### src/sar_adc_pkg.sv
// constants for the 12-bit successive-approximation converter sequencer
// assumes a single 40 MHz clock domain
package sar_adc_pkg;

  localparam int unsigned CLK_PERIOD_PS = 25000;
  localparam int unsigned RES_BITS = 12;
  // conversion time limits in nanoseconds
  localparam int unsigned CONV_MIN_NS = 12000;
  localparam int unsigned CONV_MAX_NS = 48000;
  // conversion steps, one bit decision each
  localparam int unsigned CONV_STEPS = RES_BITS;
  // clock cycles per step: least rounds up, longest rounds down
  localparam int unsigned STEP_MIN_CYC = (CONV_MIN_NS * 1000 + CONV_STEPS * CLK_PERIOD_PS - 1)
                                         / (CONV_STEPS * CLK_PERIOD_PS);
  localparam int unsigned STEP_MAX_CYC = (CONV_MAX_NS * 1000) / (CONV_STEPS * CLK_PERIOD_PS);
  localparam int unsigned STEP_CNT_W = 8;
  // reset values and the first trial bit loaded at conversion start
  localparam logic [11:0] RESULT_RST = 12'h000;
  localparam logic [11:0] TOP_BIT = 12'h800;
  localparam logic [1:0] SYNC_RST = 2'h3;

  typedef enum {ST_IDLE, ST_DECIDE} seq_state_t;

endpackage : sar_adc_pkg

### src/sar_adc_control.sv
// sequencer of a 12-bit successive-approximation converter
// assumes an external dac and comparator; trigger, inhibit and comparator pins synchronised here, two's complement select used directly
`timescale 1ns/1ps

// Summary of operation
// - A conversion starts only on a falling edge of the trigger input, or when reset ends with the trigger already low.
// - Trigger edges are ignored while inhibit is low; the user holds it high to convert.
// - End of conversion is high for the whole conversion and falls when the result is valid.
// - The result is resolved over twelve steps by successive approximation, one bit per step.
// - An internal step timer paces the conversion, settable for 12 to 48 us in total.
// - Each decided bit is presented on the serial NRZ output as it is decided.
// - The unipolar coding is straight binary from zero.
// - The bipolar coding is offset binary or, by selection, two's complement.
// - The parallel output shows the true value of all bits at once.
// - The complemented most significant bit is also presented for two's complement use.
module sar_adc_control #(
  parameter int unsigned STEP_CYCLES = 100
) (
  input wire logic clk_in,
  input wire logic rst_in,
  input wire logic trigger_in,
  input wire logic inhibit_n_in,
  input wire logic twos_comp_in,
  input wire logic comp_high_in,
  output logic [11:0] dac_code_out,
  output logic busy_out,
  output logic serial_data_out,
  output logic [11:0] result_out,
  output logic msb_n_out,
  output logic [11:0] result_tc_out
);

  initial begin
    if (STEP_CYCLES < sar_adc_pkg::STEP_MIN_CYC || STEP_CYCLES > sar_adc_pkg::STEP_MAX_CYC) begin
      $error("STEP_CYCLES outside conversion time range");
    end
  end

  localparam logic [7:0] STEP_LAST = 8'(STEP_CYCLES - 1);

  typedef struct packed {
    logic [1:0] trig_sync;
    logic [1:0] inh_sync;
    logic [1:0] cmp_sync;
    logic trig_prev;
    sar_adc_pkg::seq_state_t state;
    logic [7:0] step_cnt;
    logic [11:0] probe;
    logic [11:0] sar;
    logic [11:0] result;
    logic busy;
    logic serial;
  } state_t;

  state_t cur_r;
  state_t cur_nxt;

  logic trig_fall;
  logic [11:0] decided;

  ////////////////////////////////////////////////////////////////////////
  // next state
  always_comb begin
    cur_nxt = cur_r;
    cur_nxt.trig_sync = {cur_r.trig_sync[0], trigger_in};
    cur_nxt.inh_sync = {cur_r.inh_sync[0], inhibit_n_in};
    cur_nxt.cmp_sync = {cur_r.cmp_sync[0], comp_high_in};
    cur_nxt.trig_prev = cur_r.trig_sync[1];
    trig_fall = cur_r.trig_prev & ~cur_r.trig_sync[1];
    // keep or drop the trial bit
    decided = cur_r.cmp_sync[1] ? cur_r.sar : (cur_r.sar & ~cur_r.probe);
    case (cur_r.state)
      sar_adc_pkg::ST_IDLE: begin
        if (trig_fall && cur_r.inh_sync[1]) begin
          cur_nxt.state = sar_adc_pkg::ST_DECIDE;
          cur_nxt.busy = 1'b1;
          cur_nxt.probe = sar_adc_pkg::TOP_BIT;
          cur_nxt.sar = sar_adc_pkg::TOP_BIT;
          cur_nxt.step_cnt = 8'h00;
        end
      end
      sar_adc_pkg::ST_DECIDE: begin
        if (cur_r.step_cnt == STEP_LAST) begin
          cur_nxt.step_cnt = 8'h00;
          cur_nxt.serial = cur_r.cmp_sync[1];
          cur_nxt.probe = cur_r.probe >> 1;
          cur_nxt.sar = decided | (cur_r.probe >> 1);
          if (cur_r.probe[0]) begin
            cur_nxt.state = sar_adc_pkg::ST_IDLE;
            cur_nxt.result = decided;
            cur_nxt.sar = decided;
            cur_nxt.busy = 1'b0;
          end
        end else begin
          cur_nxt.step_cnt = cur_r.step_cnt + 8'h01;
        end
      end
      default: begin
        cur_nxt.state = sar_adc_pkg::ST_IDLE;
        cur_nxt.busy = 1'b0;
      end
    endcase
  end

  ////////////////////////////////////////////////////////////////////////
  // state register
  always_ff @(posedge clk_in or posedge rst_in) begin
    if (rst_in) begin
      cur_r <= '{trig_sync: sar_adc_pkg::SYNC_RST, inh_sync: 2'h0, cmp_sync: 2'h0, trig_prev: 1'b1,
                 state: sar_adc_pkg::ST_IDLE, step_cnt: 8'h00, probe: 12'h000, sar: 12'h000,
                 result: sar_adc_pkg::RESULT_RST, busy: 1'b0, serial: 1'b0};
    end else begin
      cur_r <= cur_nxt;
    end
  end

  ////////////////////////////////////////////////////////////////////////
  // outputs
  assign dac_code_out = cur_r.sar;
  assign busy_out = cur_r.busy;
  assign serial_data_out = cur_r.serial;
  assign result_out = cur_r.result;
  assign msb_n_out = ~cur_r.result[11];
  assign result_tc_out = twos_comp_in ? {~cur_r.result[11], cur_r.result[10:0]} : cur_r.result;

endmodule : sar_adc_control

### config.mk
export PLATFORM = sky130hd
export DESIGN_NAME = sar_adc_control
export DESIGN_NICKNAME = d
export VERILOG_FILES = /design/src/sar_adc_pkg.sv /design/src/sar_adc_control.sv
export SDC_FILE = /design/constraint.sdc
export NUM_CORES = 1
export LEC_CHECK = 0
export ABC_AREA = 1
export BUFFER_PORTS_ARGS = -buffer_cell sky130_fd_sc_hd__buf_2
export CAP_MARGIN = 10
export CORE_MARGIN = 2
export CORE_UTILIZATION = 40
export DETAILED_ROUTE_END_ITERATION = 16
export PLACE_DENSITY_LB_ADDON = 0.1
export SLEW_MARGIN = 40
export SYNTH_ARGS = -nofsm -noshare
export SYNTH_HDL_FRONTEND = slang
export SYNTH_SLANG_ARGS = --single-unit
### constraint.sdc
create_clock -name clk_in -period 2 [get_ports clk_in]
set_clock_uncertainty 0.05 [all_clocks]
set_input_delay 0.4 -clock clk_in [delete_from_list [all_inputs] [get_ports clk_in]]
set_output_delay 0.4 -clock clk_in [all_outputs]
set_load 0.01 [all_outputs]
=== Yosys cells after proc, flatten, opt, wreduce, memory -nomap -nowiden ===
Index checks and enable logic that the tools add are counted.

* Bits in registers: 85
* Bits of input ports: 6
* Output and inout port bits: 39
* Word-level logic and storage cells: 43

* Reductions and logical operators: 8
* Bitwise gates (word level): 6
* Muxes and demuxes: 12
* Add/subtract/negate cells: 1
* Equality and inequality tests: 5

{| class="wikitable"
|+ Operators by type and width
! cell !! count
|-
| one-hot mux 32 bit (2 select lines) || 2
|-
| two-way mux 32 bit || 2
|-
| two-way mux 64 bit || 1
|-
| two-way mux 38 bit || 1
|-
| equality test 32 x 1 -> 1 bit, second input constant || 1
|-
| zero test 32 bit || 1
|-
| two-way mux 25 bit || 1
|-
| two-way mux 12 bit || 2
|-
| AND 12 bit || 1
|-
| inverter 12 bit || 1
|-
| OR 12 x 11 -> 12 bit || 1
|-
| AND reduction 3 bit || 3
|-
| adder 8 x 1 -> 8 bit, second input constant || 1
|-
| equality test 8 x 7 -> 1 bit, second input constant || 1
|-
| two-way mux 8 bit || 1
|-
| != test 2 bit, second input constant || 3
|-
| AND reduction 2 bit || 2
|-
| inverter 1 bit || 2
|-
| one-hot mux 1 bit (2 select lines) || 1
|-
| nonzero test 2 bit || 1
|-
| AND 1 bit || 1
|-
| logical AND 1 bit || 1
|-
| two-way mux 1 bit || 1
|}

=== Logic depth before layout (Yosys ltp) ===
Gate-level depths: netlist (run 1).

* Depth after elaboration: 7
* Depth in mapped cells: 8
* Mapped depth without buffers: 8

=== Worst setup path after synthesis (run 1) ===
Ideal clock, no wire load.

* Path type: reg2reg
* Start point: register cur_r[38] (netlist bit)
* End point: register cur_r, in the netlist result_out[3]
* Arrival time: 1.261 ns
* Cell stages (with the launch flop): 8
* Path slack: 0.562 ns
* Path buffers: 1
* Setup time: 0.126 ns
* Clock period less this slack: 1.438 ns
* Required time: 1.824 ns
* Path through: dfrtp_1 > ha_1 > nand2_2 > nor2_8 > nand2_4 > buf_6 > nand2_2 > o21ai_2

* Cells in the longest elaborated chain, start to end: 2

{| class="wikitable"
|+ Ends and longest elaborated chain
! element !! line !! text
|-
| start, declared || sar_adc_control.sv:55 || <nowiki>state_t cur_r;</nowiki>
|-
| start signal, assigned || sar_adc_control.sv:109 || <nowiki>cur_r <= '{trig_sync: sar_adc_pkg::SYNC_RST, inh_sync: 2'h0, cmp_sync: 2'h0, trig_prev: 1'b1,</nowiki>
|-
| start signal, assigned || sar_adc_control.sv:113 || <nowiki>cur_r <= cur_nxt;</nowiki>
|-
| equality test 8 x 7 -> 1 bit || sar_adc_control.sv:83 || <nowiki>if (cur_r.step_cnt == STEP_LAST) begin</nowiki>
|-
| AND reduction 3 bit (no line) || - ||
|}

No other way between the ends.
A chain may end at the register's enable or synchronous reset.

=== Worst setup path in the final report (run 1) ===
* Start point: register cur_r[38] (netlist bit)
* End point: register cur_r, in the netlist result_out[11]

The elaborated chain is that of the path after synthesis.

==> results.yml, run 1 <==
grt:
  antenna_found_initial: 0
  grtUsageTotal: 0.153
  grt_pass1_vias: 1790
  grt-ovfl-total: 0
  grt_pass1_wl_mm: 9.03
  grt_max_degree: 37
critical_path:
  cp_max_fo: 24
  cp_num_buf_inv: 0
  reg2reg_from: "cur_r[38]$_DFFE_PP0P_"
  critPathSlowestCell: "dfrtp_1"
  cp.required_ns: 2.14
  critPathKind: "reg2reg"
  path_cells: "ha_1 > nand2_2 > nor2_8 > nand2_4 > nand2_1 > o21ai_2"
  endpoint_kind: "register"
  rrSetupSlack_ns: 0.36
  reg2reg_depth: 6
  cp.arrival_ns: 1.78
  slowest_delay_ns: 0.43
  rr_endpoint: "result_out[11]$_DFFE_PP0P_"
  start_kind: "register"
  critPathTopFamily: "simple AND/OR/NAND/NOR gates"
place:
  placed_cells: 393
  dpl.hpwl_mm: 3.78
  gp_routability_congestion: 0.858
  dp_slack_ns: 0.372
  port_buffers: 44
  dpl_cell_area_sq_mm: 0.00279
yosys:
  syn_inst: 311
  synth_seq_cells: 53
  syn_area_sq_mm: 0.00278
  synth_top_family_by_area: "simple AND/OR/NAND/NOR gates"
  synth_top_area_share: 0.451
  synthXorXnorAreaFrac: 0.0126
  synthAdderAreaFrac: 0.00451
  syn_nets: 318
  synth-warning-count: 0
  yosys-top-cells-area: "dfrtp_1, buf_4, nand2_1"
  syn_area_per_cell_sq_um: 8.92
  synth_top_area_cell: "dfrtp_1"
  synth-compound-area-share: 0.0924
  yosys.area_share.simple: 0.242
  ys_types: 25
  synthMuxAreaShare: 0
  synth_seq_area_share: 0.479
floorplan:
  num_rows: 30
  dieHeight_um: 87.3
  dieArea_sq_mm: 0.00762
  io_pins: 45
  start_util: 0.411
  core-area_sq_mm: 0.00676
  die_w_um: 87.3
cts:
  clk_pin_slew_ns: 0.09
  clk_latency_ns: 0.31
  cts_tree: "built"
  cts_repair_resize_count: 0
  clock-sinks: 53
  cts_buffer_depth: 2
  htreeDepth: 2
  cts_root_buffer: "clkbuf_8"
  numCtsBuffers: 5
  cts.hold.buffers_added: 0
  cts_setup_buffers: 0
power:
  vdd_ir_drop_max_mv: 0.380
  total_leakage_power_nw: 1.54
  power_per_cell_area_mw_per_mm2: 781
  p_total_mw: 2.25
job:
  drv_cap: 0
timing:
  finalSetupViolations: 0
  setup_slack_ns: 0.362
  worstMarginPinSlew_ns: 0.451
  post-route-period-util: 0.819
  relSlewSlack: 0.696
  fmax_mhz: 610
  tns_ns: 0
  hold_viol_final: 0
  holdWs_ns: 0.0206
  fin_crit_ns: 1.64
  rsz0062_at_grt: "false"
  drv_slew: 0
routing:
  vias: 1902
  wl_mm: 5.41
  post_drt_wl_per_cell_um: 13.5
  drt-initial-drc-count: 113
  drc: 0
  first_pass_iters: 4
  vias_per_cell: 4.74
  drt.antenna.violating_nets: 0
final_layout:
  nets: 327
  diodes: 0
  stdcell_area_sq_mm: 0.00289
  instances_no_fill: 401
  final_util: 0.427
  area_delta_synth_final_pct: 4.01
  drive_gt1_frac: 0.312
hold_path:
  hp-class: "in2async"
status:
  status: "finished clean"
==> logic make-up after synthesis <==
group | count (synthesis)
AO/OA/AOI/OAI | 41
XOR/XNOR | 4
adder cells (fa/ha/maj) | 1
buffers and inverters | 77
flip-flops | 53
AND/OR/NAND/NOR | 135
==> worst register-to-register path, delay by kind of cell, from the launching register on <==
| kind | cells | cell delay, ns |
|---|---|---|
| and+or+nand+nor | 4 | 0.66 |
| DFF | 1 | 0.43 |
| adders and majority gates | 1 | 0.32 |
| AOI/OAI and AO/OA | 1 | 0.06 |
==> power by group <==
part | internal, mW | total (mW) | switching [mW]
logic | 0.142 | 0.339 | 0.197
clock network | 0.282 | 0.632 | 0.350
registers | 1.16 | 1.28 | 0.122
total | 1.58 | 2.25 | 0.668
==> layout by cell type, fill, tap and decap left out <==
master,count
clkbuf_8,6
o22ai_1,2
o21ai_1,4
nand4_1,1
nand2_1,70
ha_1,1
xor2_1,2
nor2_4,1
nand3_1,32
o21ai_2,13
clkinvlp_4,1
dfrtp_1,50
nand3_2,9
buf_2,44
nand2_2,10
inv_1,26
clkbuf_1,1
xnor2_1,2
nor2_1,8
nor2_2,1
buf_4,5
nand2_4,2
buf_12,1
inv_2,3
nor2_8,1
dfstp_2,3
o21ai_0,22
==> layout make-up <==
cell class              count  area [sq um]
fillers                   702          3870
flip-flops and latches     53          1330
multi-input cells         181           976
repair buffers             50           278
inverters                  29           109
well taps                  80           100
clock buffers               7          86.3
clock inverters             1          7.51
==> registers in the layout (all words and copies together) (netlist names) <==
name and count:
cur_r 23, dac_code_out 12, result_out 12, cur_nxt 4, busy_out 1, serial_data_out 1
==> layer usage <==
layer,part of all wire,vias to the layer above,GRT usage
met5,0,-,0
met3,0.043,6,0.0341
met1,0.55,886,0.241
met2,0.40,41,0.202
met4,0.012,0,0.0545
li1,-,969,-
==> cell usage after synthesis, drive strengths merged <==
| library cell | instances |
|---|---|
| ha | 1 |
| nand2 | 82 |
| xor2 | 2 |
| dfrtp | 50 |
| dfstp | 3 |
| clkbuf | 3 |
| inv | 29 |
| o21ai | 39 |
| buf | 45 |
| xnor2 | 2 |
| nor2 | 11 |
| nand3 | 41 |
| nand4 | 1 |
| o22ai | 2 |
==> how the worst max path moves through the flow <==
stage	from	end	cells after the start
floorplan	rst_in	busy_out$_DFFE_PP0P_	1
global placement	cur_r[38]$_DFFE_PP0P_	dac_code_out[11]$_DFFE_PP0P_	6
detailed placement	cur_r[38]$_DFFE_PP0P_	result_out[9]$_DFFE_PP0P_	6
CTS	cur_r[38]$_DFFE_PP0P_	result_out[11]$_DFFE_PP0P_	6
global route	cur_r[38]$_DFFE_PP0P_	dac_code_out[11]$_DFFE_PP0P_	6
finish	cur_r[38]$_DFFE_PP0P_	result_out[11]$_DFFE_PP0P_	6
No activity file was read; power rests on OpenSTA's default activity.
==> run 2: changes to the inputs <==
- clock period: 2 -> 1.7 ns (I/O delays scaled with it)
==> results.yml, run 2 (same netlist as run 1, synthesis figures left out) <==
critical_path:
  rrSetupSlack_ns: 0.19
  cp_max_fo: 26
  start_kind: "register"
  reg2reg_from: "cur_r[39]$_DFFE_PP0P_"
  endpoint_kind: "register"
  critPathKind: "reg2reg"
  rr_endpoint: "dac_code_out[11]$_DFFE_PP0P_"
  cp.arrival_ns: 1.64
  cp.required_ns: 1.84
  reg2reg_depth: 6
place:
  port_buffers: 44
  dpl.hpwl_mm: 3.94
  gp_routability_congestion: 0.860
  dp_slack_ns: 0.223
job:
  drv_cap: 0
final_layout:
  final_util: 0.441
  largest_reg_flops: 23
  nets: 339
  final_common_cell: "nand2_1"
  num-fill-cells: 683
  diodes: 0
  area_delta_synth_final_pct: 7.44
  drive_gt1_frac: 0.330
  regMostFlops: "cur_r"
  layout_common_cells: "nand2_1, dfrtp_1, buf_2"
routing:
  wl_mm: 5.61
  first_pass_iters: 4
  vias_per_cell: 4.79
  vias: 1977
  drc: 0
  drt-initial-drc-count: 151
  post_drt_wl_per_cell_um: 13.6
  drt.antenna.violating_nets: 0
floorplan:
  dieHeight_um: 87.3
  io_pins: 45
  die_w_um: 87.3
  core-area_sq_mm: 0.00676
  dieArea_sq_mm: 0.00762
  num_rows: 30
  start_util: 0.411
timing:
  drv_slew: 0
  tns_ns: 0
  finalSetupViolations: 0
  worstMarginPinSlew_ns: 0.465
  setup_slack_ns: 0.195
  post-route-period-util: 0.885
  hold_viol_final: 0
  fmax_mhz: 664
  relSlewSlack: 0.689
  fin_crit_ns: 1.51
  holdWs_ns: 0.0690
  rsz0062_at_grt: "false"
power:
  vdd_ir_drop_max_mv: 0.320
  total_leakage_power_nw: 1.60
  power_per_cell_area_mw_per_mm2: 901
hold_path:
  hp-start: "trigger_in"
  hp-class: "in2reg"
  whs_path_depth: 1
  hold_end: "cur_nxt[84]$_DFF_PP1_"
grt:
  grt_pass1_wl_mm: 9.07
  grt-ovfl-total: 0
  grt_pass1_vias: 1806
  grtUsageTotal: 0.153
  antenna_found_initial: 0
  grt_max_degree: 27
status:
  status: "finished clean"
cts:
  htreeDepth: 2
  cts_buffer_depth: 2
  clk_latency_ns: 0.31
  cts_root_buffer: "clkbuf_8"
  cts_setup_buffers: 0
  cts_tree: "built"
  numCtsBuffers: 5
  clock-sinks: 53
  clk_pin_slew_ns: 0.10
-- run 2: changes by cell type in the layout (fill, tap and decap cells not counted) --
cell / previous run / this run
buf_12: 1 / 2
buf_4: 5 / 15
clkbuf_1: 1 / 2
clkbuf_8: 6 / 5
dlygate4sd3_1: 0 / 1
-- run 2: routing by layer --
layer / up-vias / global-route usage / wire length, um / share of wire
li1: 997 / - / - / -
met1: 922 / 0.239 / 3050 / 0.54
met2: 53 / 0.213 / 2260 / 0.40
met3: 5 / 0.0237 / 239 / 0.043
met4: 0 / 0.0503 / 62 / 0.011
met5: - / 0 / 0 / 0
-- run 2: area by class of cell --
type                       instances  area [sq um]  share of cell area
sequential                        53          1330               0.446
multi-input combinational        181           976               0.327
timing repair buffer              62           383               0.128
inverter                          29           109              0.0365
tap                               80           100              0.0336
clock buffer                       7          76.3              0.0256
clock inverter                     1          7.51             0.00252
-- run 2: where the power goes --
part	switching, mW	internal [mW]
clock network	0.421	0.293
logic	0.268	0.215
registers	0.123	1.37
total	0.812	1.87
-- run 2: metrics by stage --
stage                     std cells  power, mW  cell area, sq um
after CTS                       413       2.72              2980
after global placement          404       1.99              2890
final                           413       2.69              2980
after floorplan                 311       1.87              2780
after global routing            413       2.86              2980
after detailed placement        404       1.99              2890
-- run 2: worst max-delay path, cell delays in order, from the launching register on --
cell and delay (ns):
dfrtp_1 0.38, ha_1 0.21, nand2_2 0.11, nor2_8 0.18, nand2_4 0.23, o21ai_0 0.15, nand2_1 0.07
-- run 2: worst max-delay path by stage --
stage                          startpoint                      endpoint  slack [ns]
global placement    cur_r[40]$_DFFE_PP0P_    result_out[11]$_DFFE_PP0P_        0.24
CTS                 cur_r[39]$_DFFE_PP0P_    result_out[11]$_DFFE_PP0P_        0.20
floorplan                          rst_in          busy_out$_DFFE_PP0P_        0.03
detailed placement  cur_r[39]$_DFFE_PP0P_    result_out[11]$_DFFE_PP0P_        0.22
finish              cur_r[39]$_DFFE_PP0P_  dac_code_out[11]$_DFFE_PP0P_        0.19
global route        cur_r[43]$_DFFE_PP0P_  dac_code_out[11]$_DFFE_PP0P_        0.08
-- run 2: timing repair --
item / CTS / global route
hold buffers: 1 / 0
hold endpoints to repair: 8 / 0
gates resized for setup: 0 / 0
==> run 3: changes to the inputs <==
- CORE_MARGIN: 2 -> unset
==> results.yml, run 3 (same netlist as run 1, synthesis figures left out) <==
timing:
  hold_viol_final: 0
  worstMarginPinSlew_ns: 0.405
  tns_ns: 0
  finalSetupViolations: 0
  relSlewSlack: 0.730
  post-route-period-util: 0.895
  holdWs_ns: 0.0128
  drv_slew: 0
  rsz0062_at_grt: "false"
  fin_crit_ns: 1.52
  fmax_mhz: 658
routing:
  drt-initial-drc-count: 161
  wl_met3_um: 250
  top_layer_used: "met4"
  wl_mm: 5.49
  vias_per_cell: 4.79
  drt.antenna.violating_nets: 0
  first_pass_iters: 4
  met2_wirelength_mm: 2.31
  vias: 1950
  wl_met1_mm: 2.88
  post_drt_wl_per_cell_um: 13.5
  drc: 0
final_layout:
  largest_reg_flops: 23
  nets: 336
  stdcell_area_sq_mm: 0.00295
  final_common_cell: "nand2_1"
  regMostFlops: "cur_r"
  num-fill-cells: 667
  drive_gt1_frac: 0.336
  diodes: 0
  area_delta_synth_final_pct: 6.22
  layout_common_cells: "nand2_1, dfrtp_1, buf_2"
floorplan:
  io_pins: 45
  start_util: 0.425
  num_rows: 29
  core-area_sq_mm: 0.00653
  die_w_um: 85.3
  dieArea_sq_mm: 0.00728
  dieHeight_um: 85.3
critical_path:
  endpoint_kind: "register"
  cp.arrival_ns: 1.67
  cp.required_ns: 1.85
  cp_max_fo: 11
  critPathKind: "reg2reg"
  start_kind: "register"
cts:
  clock-sinks: 53
  cts_tree: "built"
  numCtsBuffers: 5
  cts_root_buffer: "clkbuf_8"
  cts_buffer_depth: 2
  clk_latency_ns: 0.31
  clk_pin_slew_ns: 0.10
  cts_setup_buffers: 0
  htreeDepth: 2
  cts.hold.buffers_added: 0
grt:
  grt_max_degree: 54
  grt_pass1_wl_mm: 9.24
  antenna_found_initial: 0
  grt_pass1_vias: 1834
  grt-ovfl-total: 0
  grtUsageTotal: 0.163
power:
  vdd_ir_drop_max_mv: 0.372
  power_per_cell_area_mw_per_mm2: 913
  p_total_mw: 2.69
  total_leakage_power_nw: 1.58
place:
  gp_routability_congestion: 0.880
  dpl_cell_area_sq_mm: 0.00286
  dpl.hpwl_mm: 3.77
  port_buffers: 44
job:
  drv_cap: 0
status:
  status: "finished clean"
hold_path:
  hp-class: "in2async"
## run 3: cell types whose count changed in the layout (fill, tap and decap cells not counted)
cell and change:
clkbuf_1 -2, buf_12 -1, buf_4 -1, clkinv_2 +1
dfrtp_1 -1, dfrtp_2 +1, dlygate4sd3_1 -1, inv_6 +1
## run 3: per-stage QoR
stage | util | setup WS, ns | std cells
6_report | 0.451 | 0.179 | 407
3_5_place_dp | 0.437 | 0.171 | 399
5_1_grt | 0.451 | 0.0252 | 407
4_1_cts | 0.451 | 0.141 | 407
3_3_place_gp | 0.437 | 0.209 | 399
2_1_floorplan | - | 0.0287 | 311
## run 3: critical path, cell delays in order, from the launching register on
cell and delay, ns:
dfrtp_2 0.45, ha_1 0.23, buf_4 0.16, nand2_1 0.06, nor2_1 0.04, nand2_1 0.09, nor2_2 0.05, buf_4 0.18
nand2_1 0.07, nand2_1 0.05
## run 3: cell type report
type                            count  area [sq um]  share of cell area
Multi-Input combinational cell    181           976               0.331
Inverter                           29           109              0.0369
Clock inverter                      3          21.3             0.00722
Timing Repair Buffer               59           345               0.117
Tap cell                           77          96.3              0.0327
Sequential cell                    53          1330               0.452
Clock buffer                        5          68.8              0.0233
## run 3: metal layers
metal	vias up	track usage
met4	0	0.0455
met3	4	0.0311
met5	-	0
met1	902	0.243
met2	56	0.242
li1	988	-
## run 3: where the power goes
group | total [mW] | switching (mW) | leakage [nW] | internal [mW]
combinational | 0.451 | 0.256 | 0.844 | 0.195
sequential | 1.50 | 0.135 | 0.695 | 1.37
clock | 0.739 | 0.445 | 0.0445 | 0.294
## run 3: final timing paths
check | startpoint | to | slack, ns | cells after the start
max in group asynchronous | rst_in | cur_r[78]$_DFF_PP1_ | 1.31 | 3
max reg2reg | cur_r[38]$_DFFE_PP0P_ | cur_r[31]$_DFFE_PP0P_ | 0.18 | 9
min reg2reg | cur_nxt[82]$_DFF_PP0_ | cur_r[82]$_DFF_PP0_ | 0.31 | 0
min | rst_in | dac_code_out[2]$_DFFE_PP0P_ | 0.01 | 3
max | cur_r[38]$_DFFE_PP0P_ | cur_r[31]$_DFFE_PP0P_ | 0.18 | 9
min in group clk_in | trigger_in | cur_nxt[84]$_DFF_PP1_ | 0.07 | 1
## run 3: what timing repair did
item | CTS | global route
setup endpoints to repair | 0 | 8
gates resized for setup | 0 | 1
endpoints found under the hold margin | 0 | 0
